`src/ife_pkg.sv`:
```
`default_nettype none

package ife_pkg;

    // ************************************************************
    // Field positions, numbered from 0 at the most significant bit
    // ************************************************************
    localparam int IFE_OPCODE_FIRST   = 0;
    localparam int IFE_OPCODE_LAST    = 5;
    localparam int IFE_FSMASK_FIRST   = 7;
    localparam int IFE_FSMASK_LAST    = 14;
    localparam int IFE_FRA_FIRST      = 11;
    localparam int IFE_FRA_LAST       = 15;
    localparam int IFE_FRB_FIRST      = 16;
    localparam int IFE_FRB_LAST       = 20;
    localparam int IFE_FRC_FIRST      = 21;
    localparam int IFE_FRC_LAST       = 25;
    localparam int IFE_FRDS_FIRST     = 6;
    localparam int IFE_FRDS_LAST      = 10;
    localparam int IFE_FSIMM_FIRST    = 16;
    localparam int IFE_FSIMM_LAST     = 19;
    localparam int IFE_DISP_FIRST     = 6;
    localparam int IFE_DISP_LAST      = 29;
    localparam int IFE_LINK_BIT       = 31;
    localparam int IFE_MBEGIN_FIRST   = 21;
    localparam int IFE_MBEGIN_LAST    = 25;
    localparam int IFE_MEND_FIRST     = 26;
    localparam int IFE_MEND_LAST      = 30;
    localparam int IFE_NBYTES_FIRST   = 16;
    localparam int IFE_NBYTES_LAST    = 20;
    localparam int IFE_OVEN_BIT       = 21;
    localparam int IFE_GPRA_FIRST     = 11;
    localparam int IFE_GPRA_LAST      = 15;

    // ************************************************************
    // Arithmetic constants and reset values
    // ************************************************************
    localparam logic [31:0] IFE_INSN_BYTES = 32'h0000_0004;
    localparam logic [31:0] IFE_RESET_WORD = 32'h0000_0000;

    typedef struct packed {
        logic [5:0]  opcode;
        logic [7:0]  fp_status_field_mask;
        logic [4:0]  fp_src_a_spec;
        logic [4:0]  fp_src_b_spec;
        logic [4:0]  fp_src_c_spec;
        logic [4:0]  fp_dest_spec;
        logic [4:0]  fp_store_src_spec;
        logic [3:0]  fp_status_immediate;
        logic [31:0] long_branch_disp;
        logic        link_update_bit;
        logic [4:0]  mask_begin;
        logic [4:0]  mask_end;
        logic [31:0] rotate_mask;
        logic [4:0]  string_byte_count;
        logic        overflow_enable;
        logic [4:0]  gp_reg_a_spec;
    } ife_fields_type;

    typedef struct packed {
        logic        write;
        logic [31:0] addr;
    } ife_link_type;

endpackage

`default_nettype wire

```
`src/ife_insn_field_extract.sv`:
```
`timescale 1ns/1ps
`default_nettype none

// Notes on behaviour
// - Status field mask from bits 7..14
// - FP sources from 11..15, 16..20, 21..25
// - FP destination and store source from 6..10
// - Four-bit status immediate from bits 16..19
// - 24-bit displacement, append 00, sign-extend
// - Bit 31 on branch writes next address
// - Rotate mask ones from begin through end
// - String byte count from bits 16..20
// - Bit 21 on extended arithmetic enables overflow flag updates
// - General register specifier from bits 11..15
module ife_insn_field_extract
    import ife_pkg::*;
(
    input  wire logic           CLK,
    input  wire logic           RST_B,
    input  wire logic           INSN_VALID,
    input  wire logic [31:0]    INSN,
    input  wire logic [31:0]    INSN_ADDR,
    input  wire logic           IS_BRANCH,
    input  wire logic           IS_EXT_ARITH,
    output var  logic           FIELDS_VALID,
    output var  ife_fields_type FIELDS,
    output var  ife_link_type   LINK
);

    // ************************************************************
    // Helpers
    // ************************************************************
    // Right-justified field between big-endian positions first..last
    function automatic logic [31:0] ife_field(input logic [31:0] word,
                                              input int          first,
                                              input int          last);
        logic [31:0] result;
        result = '0;
        for (int i = first; i <= last; i++) begin
            result[last - i] = word[31 - i];
        end
        return result;
    endfunction

    function automatic logic ife_bit(input logic [31:0] word, input int pos);
        return word[31 - pos];
    endfunction

    // Ones from big-endian position mb through me; wraps when mb > me
    function automatic logic [31:0] ife_rot_mask(input logic [4:0] mb,
                                                 input logic [4:0] me);
        logic [31:0] mask;
        mask = '0;
        for (int i = 0; i < 32; i++) begin
            if (mb <= me) begin
                mask[31 - i] = (i >= int'(mb)) && (i <= int'(me));
            end else begin
                mask[31 - i] = (i >= int'(mb)) || (i <= int'(me));
            end
        end
        return mask;
    endfunction

    // ************************************************************
    // Field arithmetic
    // ************************************************************
    // Sign-extended byte displacement from the 24-bit word offset
    function automatic logic [31:0] ife_sext_disp(input logic [23:0] offset);
        logic [31:0] result;
        result = {{6{offset[23]}}, offset, 2'b00};
        return result;
    endfunction

    // Address of the following instruction; wraps at the top of memory
    function automatic logic [31:0] ife_next_addr(input logic [31:0] addr);
        logic [31:0] result;
        result = addr + IFE_INSN_BYTES;
        return result;
    endfunction

    // ************************************************************
    // Raw fields
    // ************************************************************
    logic [5:0]  raw_opcode;
    logic [7:0]  raw_fsmask;
    logic [4:0]  raw_fra;
    logic [4:0]  raw_frb;
    logic [4:0]  raw_frc;
    logic [4:0]  raw_frds;
    logic [3:0]  raw_fsimm;
    logic [23:0] raw_disp;
    logic        raw_link;
    logic [4:0]  raw_mbegin;
    logic [4:0]  raw_mend;
    logic [4:0]  raw_nbytes;
    logic        raw_oven;
    logic [4:0]  raw_gpra;
    logic [31:0] raw_rot_mask;

    always_comb begin
        // Every field is cut here once and shared by the groups below
        raw_opcode = 6'(ife_field(INSN, IFE_OPCODE_FIRST,
                                  IFE_OPCODE_LAST));
        raw_fsmask = 8'(ife_field(INSN, IFE_FSMASK_FIRST,
                                  IFE_FSMASK_LAST));
        raw_fra    = 5'(ife_field(INSN, IFE_FRA_FIRST,
                                  IFE_FRA_LAST));
        raw_frb    = 5'(ife_field(INSN, IFE_FRB_FIRST,
                                  IFE_FRB_LAST));
        raw_frc    = 5'(ife_field(INSN, IFE_FRC_FIRST,
                                  IFE_FRC_LAST));
        raw_frds   = 5'(ife_field(INSN, IFE_FRDS_FIRST,
                                  IFE_FRDS_LAST));
        raw_fsimm  = 4'(ife_field(INSN, IFE_FSIMM_FIRST,
                                  IFE_FSIMM_LAST));
        raw_disp   = 24'(ife_field(INSN, IFE_DISP_FIRST,
                                   IFE_DISP_LAST));
        raw_mbegin = 5'(ife_field(INSN, IFE_MBEGIN_FIRST,
                                  IFE_MBEGIN_LAST));
        raw_mend   = 5'(ife_field(INSN, IFE_MEND_FIRST,
                                  IFE_MEND_LAST));
        raw_nbytes = 5'(ife_field(INSN, IFE_NBYTES_FIRST,
                                  IFE_NBYTES_LAST));
        raw_gpra   = 5'(ife_field(INSN, IFE_GPRA_FIRST,
                                  IFE_GPRA_LAST));
        raw_link   = ife_bit(INSN, IFE_LINK_BIT);
        raw_oven   = ife_bit(INSN, IFE_OVEN_BIT);
    end

    always_comb begin
        // Begin past end gives a wrapped mask, as rotates need
        raw_rot_mask = ife_rot_mask(raw_mbegin, raw_mend);
    end

    // ************************************************************
    // Valid pulse
    // ************************************************************
    logic next_valid;

    always_comb begin
        next_valid = INSN_VALID;
    end

    // Registered so the pulse lines up with the fields
    always_ff @(posedge CLK or negedge RST_B) begin
        if (!RST_B) begin
            FIELDS_VALID <= 1'b0;
        end else begin
            FIELDS_VALID <= next_valid;
        end
    end

    // ************************************************************
    // Instruction fields
    // ************************************************************
    ife_fields_type next_fields;

    always_comb begin
        next_fields = FIELDS;
        // Fields hold their last value between instructions so the
        // execute stage sees no glitching operands while stalled
        if (INSN_VALID) begin
            next_fields.opcode               = raw_opcode;
            next_fields.fp_status_field_mask = raw_fsmask;
            next_fields.fp_src_a_spec        = raw_fra;
            next_fields.fp_src_b_spec        = raw_frb;
            next_fields.fp_src_c_spec        = raw_frc;
            next_fields.fp_dest_spec         = raw_frds;
            next_fields.fp_store_src_spec    = raw_frds;
            next_fields.fp_status_immediate  = raw_fsimm;
            next_fields.long_branch_disp     = ife_sext_disp(raw_disp);
            next_fields.link_update_bit      = raw_link;
            next_fields.mask_begin           = raw_mbegin;
            next_fields.mask_end             = raw_mend;
            next_fields.rotate_mask          = raw_rot_mask;
            next_fields.string_byte_count    = raw_nbytes;
            next_fields.overflow_enable      = IS_EXT_ARITH && raw_oven;
            next_fields.gp_reg_a_spec        = raw_gpra;
        end
    end

    // No enable here: the hold lives in the next-value logic
    always_ff @(posedge CLK or negedge RST_B) begin
        if (!RST_B) begin
            FIELDS <= '0;
        end else begin
            FIELDS <= next_fields;
        end
    end

    // ************************************************************
    // Link register request
    // ************************************************************
    ife_link_type next_link;

    always_comb begin
        // Write is a pulse; the address holds for a late consumer
        next_link.write = 1'b0;
        next_link.addr  = LINK.addr;
        if (INSN_VALID) begin
            // Link register left untouched unless a branch sets the bit
            next_link.write = IS_BRANCH && raw_link;
            next_link.addr  = ife_next_addr(INSN_ADDR);
        end
    end

    always_ff @(posedge CLK or negedge RST_B) begin
        if (!RST_B) begin
            LINK.write <= 1'b0;
            LINK.addr  <= IFE_RESET_WORD;
        end else begin
            LINK <= next_link;
        end
    end

endmodule

`default_nettype wire

```
`config.mk`:
```
export PLATFORM = sky130hd
export DESIGN_NAME = ife_insn_field_extract
export DESIGN_NICKNAME = d
export VERILOG_FILES = /design/src/ife_pkg.sv /design/src/ife_insn_field_extract.sv
export SDC_FILE = /design/constraint.sdc
export NUM_CORES = 1
export LEC_CHECK = 0
export ABC_AREA = 1
export BUFFER_PORTS_ARGS = -buffer_cell sky130_fd_sc_hd__buf_2
export CORE_MARGIN = 3
export CORE_UTILIZATION = 40
export DETAILED_ROUTE_END_ITERATION = 12
export HOLD_SLACK_MARGIN = 0.08
export PLACE_DENSITY = 0.7
export SETUP_SLACK_MARGIN = 0.3
export SLEW_MARGIN = 20
export SYNTH_ARGS = -nofsm -noshare
export SYNTH_HDL_FRONTEND = slang
export SYNTH_SLANG_ARGS = --single-unit
```
`constraint.sdc`:
```
create_clock -name CLK -period 0.8 [get_ports CLK]
set_input_delay 0.08 -clock CLK [delete_from_list [all_inputs] [get_ports CLK]]
set_output_delay 0.08 -clock CLK [all_outputs]
set_load 0.01 [all_outputs]
```
# Word level (Yosys, flattened, before mapping)
# Cells that the tools add are included.
# op_classes
order_cmp	63
reduce_logical	62
n_mux	33
add_sub_neg	1
# ops
operator	n
<= comparator 5 bit, first input constant	16
greater-or-equal comparator 5 bit, first input constant	15
greater-or-equal comparator 4 x 5 -> 1 bit, first input constant	8
<= comparator 4 x 5 -> 1 bit, first input constant	8
2-to-1 mux 33 bit	1
adder 32 x 3 -> 32 bit, second input constant	1
logical AND 1 bit	32
2-to-1 mux 1 bit	32
logical OR 1 bit	30
greater-or-equal comparator 3 x 5 -> 1 bit, first input constant	4
<= comparator 3 x 5 -> 1 bit, first input constant	4
greater-or-equal comparator 1 x 5 -> 1 bit, first input constant	2
greater-or-equal comparator 2 x 5 -> 1 bit, first input constant	2
<= comparator 2 x 5 -> 1 bit, first input constant	2
<= comparator 1 x 5 -> 1 bit, first input constant	1
<= comparator 5 bit	1
# word_totals
reg_bits	135
out_inout_bits	163
word_cells	174
in_bits	69

# Logic depth before layout (Yosys ltp)
# depth
word_depth	3
mapped_depth	12
ltp_nobuf	10

# Least setup slack after synthesis
# Ideal clock, no wire load.
# synth_path
path_kind	input to register
start	input INSN[5]
end	register FIELDS[28] (netlist bit)
cell_stages	11
n_path_buf	2
setup_slack_ns	-0.606
arrival_ns	1.290
t_required_ns	0.684
setup_ns	0.116
path_cell_list	inv_1 > buf_2 > ha_1 > nand2_1 > o21bai_1 > nand3_1 > nand2_1 > buf_2 > nand2_1 > nand2_1 > nand2_1
# synth_between
elab_chain_len	3
elab_cells_between_ends	5
classes_between	2 x order compare; 1 x mux; 2 x reduce/logical
# synth_lines
item	line	text
start, declared	ife_insn_field_extract.sv:21	input wire logic [31:0] INSN,
<= comparator 4 x 5 -> 1 bit	ife_insn_field_extract.sv:56, ife_insn_field_extract.sv:58	
logical OR 1 bit or logical AND 1 bit (tied branches)	ife_insn_field_extract.sv:58, ife_insn_field_extract.sv:56	
2-to-1 mux 1 bit (*)	ife_insn_field_extract.sv:55	if (mb <= me) begin
end signal, assigned	ife_insn_field_extract.sv:187	FIELDS <= next_fields;
end, declared	ife_insn_field_extract.sv:26	output var ife_fields_type FIELDS,
# Mark *: on every way between the ends. The rest lies on a longest branch, timed or not.
# A chain may end at the register's enable or synchronous reset.

# Worst setup path after layout
# layout_path
start	input INSN[5]
end	register FIELDS[23] (netlist bit)
# layout_between
elab_chain_len	3
elab_cells_between_ends	5
classes_between	2 x order compare; 1 x mux; 2 x reduce/logical
# layout_lines
item	line
<= comparator 5 bit	ife_insn_field_extract.sv:56, ife_insn_field_extract.sv:58
logical OR 1 bit or logical AND 1 bit (tied branches)	ife_insn_field_extract.sv:58, ife_insn_field_extract.sv:56
2-to-1 mux 1 bit (*)	ife_insn_field_extract.sv:55
# Marked as above.

==> results.ini <==
[final_layout]
layout_commonest_cell = nand2_1
regArea_um2 = 2500
layout_common_cells = 321 x nand2_1, 126 x buf_6, 122 x buf_4, 114 x buf_2, 79 x dfrtp_1
instances_no_fill = 1388
fin_nets = 1274
multi_input_area_um2 = 3550
fillers = 1125
area_delta_synth_final_pct = 68.3
final_core_util = 0.696
antenna_cells = 0
fin_area_um2 = 10200
drive_gt1_frac = 0.492

[floorplan]
initial_core_util = 0.413
die_area_um2 = 16600
die_y_um = 129
num_rows = 44
core-area_um2 = 14600
die_w_um = 129
ios = 232

[global_route]
grt_max_degree = 37
track_usage = 0.237
grt.overflow.total = 0
grt_pass1_wl_um = 31300
antenna_found_initial = 0
grt_pass1_vias = 6287

[critical_path]
r2r-end = FIELDS[51]$_DFFE_PN0P_
cpMostUsedCell = nand2_1
arrival_ns = 1.30
slowest_stage = ha_4
critPathKind = primary input to flop
worstPathCellList = buf_8 > clkinvlp_4 > ha_4 > nand2_4 > o21bai_2 > nand3_4 > nand2_8 > clkbuf_16 > nand2_1 > nand2_1 > nand2_1
r2r_cells = 4
critPathMaxStageDelay_ns = 0.26
r2r_setup_slack_ns = -0.08
required_ns = 1.05
timing.rr.start = FIELDS[51]$_DFFE_PN0P_
cp_top_family = simple AND/OR/NAND/NOR gates
crit_buf_inv = 3
cp-end-kind = flop
start_kind = primary input
path_max_fanout = 10

[routing]
num_vias = 6724
routed_wl_um = 21300
wl_per_cell_um = 15.4
drt_iter0_markers = 444
postRouteAntennaNets = 0
dr.pass1.iters = 5
vias_per_cell = 4.84
post-route-drc-count = 0

[timing]
rsz0062_at_grt = yes
final.setup_skew_ns = 0
max_freq_mhz = 951
period_share = 1.31
whs_ns = -0.438
layout_setup_ws_ns = -0.251
setup_violations = 198
slew_violations = 0
finalHoldViolCount = 125
fin_crit_ns = 1.05

[clock_tree]
clock_path_buffers = 2
clockRootBuffer = clkbuf_16
cts_sinks = 99
clock_latency_ns = 0.35
clk_pin_slew_ns = 0.07
cts_tree = done
cts_made_buffers = 9
cts_max_level = 3

[synth]
synthTopCellsByArea = dfrtp_1 41%, nand2_1 26%, buf_4 8.2%
yosysTopAreaCell = dfrtp_1
async_flop_share = 1.00
ys.warnings.count = 0
netlist_instances = 897
ys.flop_type = dfrtp_1
ys_ff_latch = 99
yosysSeqAreaShare = 0.409
synth.top_cell.area_share = 0.409
synth_area_um2 = 6050
syn_avg_cell_area_um2 = 6.75
synth_edf_count = 0
synth_cell_types = 29

[run_status]
failed_checks = negative hold slack, negative setup slack
outcome = finished with violations

[flow_run]
cap_violations = 0

[power]
power.total_uw = 16300
p_sw_frac = 0.320
p_per_area_nw_per_um2 = 1600
ir_drop_uv = 1030
p_leak_uw = 0.00540
p_switching_uw = 5210
p_int_uw = 11100
power_frac_seq = 0.372
power_frac_comb = 0.334
power.share.clock = 0.294

[placed_design]
globalplace.congestion = 0.962
dp_cells = 1325
dpl-instance-area_um2 = 8130
io_buffers = 229
dp_hpwl_um = 14200

[worst_hold_path]
hold_path.class = primary input to asynchronous set/reset pin

logic make-up after synthesis:
kind of cell               synth area share
AOI/OAI and AO/OA                    0.0589
xor gates and xnor gates             0.0159
adders and majority gates            0.0124
buffers and inverters                 0.141
DFF                                   0.409
other                              0.000619
and+or+nand+nor                       0.362
final cells by class:
cell class,instances,area share
Multi-Input combinational cell,643,0.348
Timing Repair Buffer,385,0.328
Sequential cell,99,0.246
Inverter,61,0.0241
Tap cell,184,0.0226
Clock buffer,10,0.0225
Clock inverter,6,0.00860
routing by layer:
metal  GRT usage  up-vias  wire length (um)
li1            -     3300                 -
met1       0.307     3122              8700
met2       0.400      266             10600
met3      0.0532       36              1540
met4      0.0655        0               435
met5           0        -                 0
registers in the layout, indices dropped and copies added, names as in the netlist:
name,count
LINK,33
FIELDS,65
FIELDS_VALID,1
repair_timing:
action                                  4_1_cts  5_1_grt
cloned                                        2        3
hold endpoints to repair                    130      127
buffers inserted                             24       18
gates resized for setup                     167      131
pin swaps                                    56       51
endpoints found under the setup margin      259      259
power groups by stage:
stage	clock network [uW]	logic (uW)	registers, uW
2_1_floorplan	0	2200	6320
3_3_place_gp	0	3870	6000
3_5_place_dp	0	3920	6010
4_1_cts	4880	4740	6020
5_1_grt	5100	5890	6120
6_report	4800	5440	6060
worst max-delay path by stage:
stage / cells past startpoint / start / slack, ns / to
after global placement: 11 / INSN[5] / -0.57 / FIELDS[28]$_DFFE_PN0P_
after detailed placement: 11 / INSN[5] / -0.61 / FIELDS[36]$_DFFE_PN0P_
after CTS: 1 / FIELDS[94]$_DFFE_PN0P_ / -0.27 / FIELDS[79]
final: 11 / INSN[5] / -0.25 / FIELDS[23]$_DFFE_PN0P_
after global routing: 1 / FIELDS[94]$_DFFE_PN0P_ / -0.31 / FIELDS[84]
after floorplan: 11 / INSN[5] / -0.48 / FIELDS[28]$_DFFE_PN0P_
Yosys cell counts, drive strengths merged, types with 4 or more instances:
master / count
nand2: 416
dfrtp: 99
nor2: 95
buf: 80
inv: 61
o21ai: 43
nand3: 30
a21oi: 17
clkbuf: 15
xor2: 9
ha: 6
nor3: 6
or2: 5
nand4: 4
per-stage QoR:
| step | TNS [ns] | hold WS [ns] | worst slack, ns |
|---|---|---|---|
| finish | -38.37 | -0.438 | -0.251 |
| global route | -45.50 | -0.449 | -0.305 |
| CTS | -37.98 | -0.450 | -0.266 |
| detailed placement | -30.10 | -0.0656 | -0.613 |
| global placement | -28.11 | -0.0653 | -0.567 |
| floorplan | -15.51 | -0.216 | -0.480 |
No activity file was read; power rests on OpenSTA's default activity.
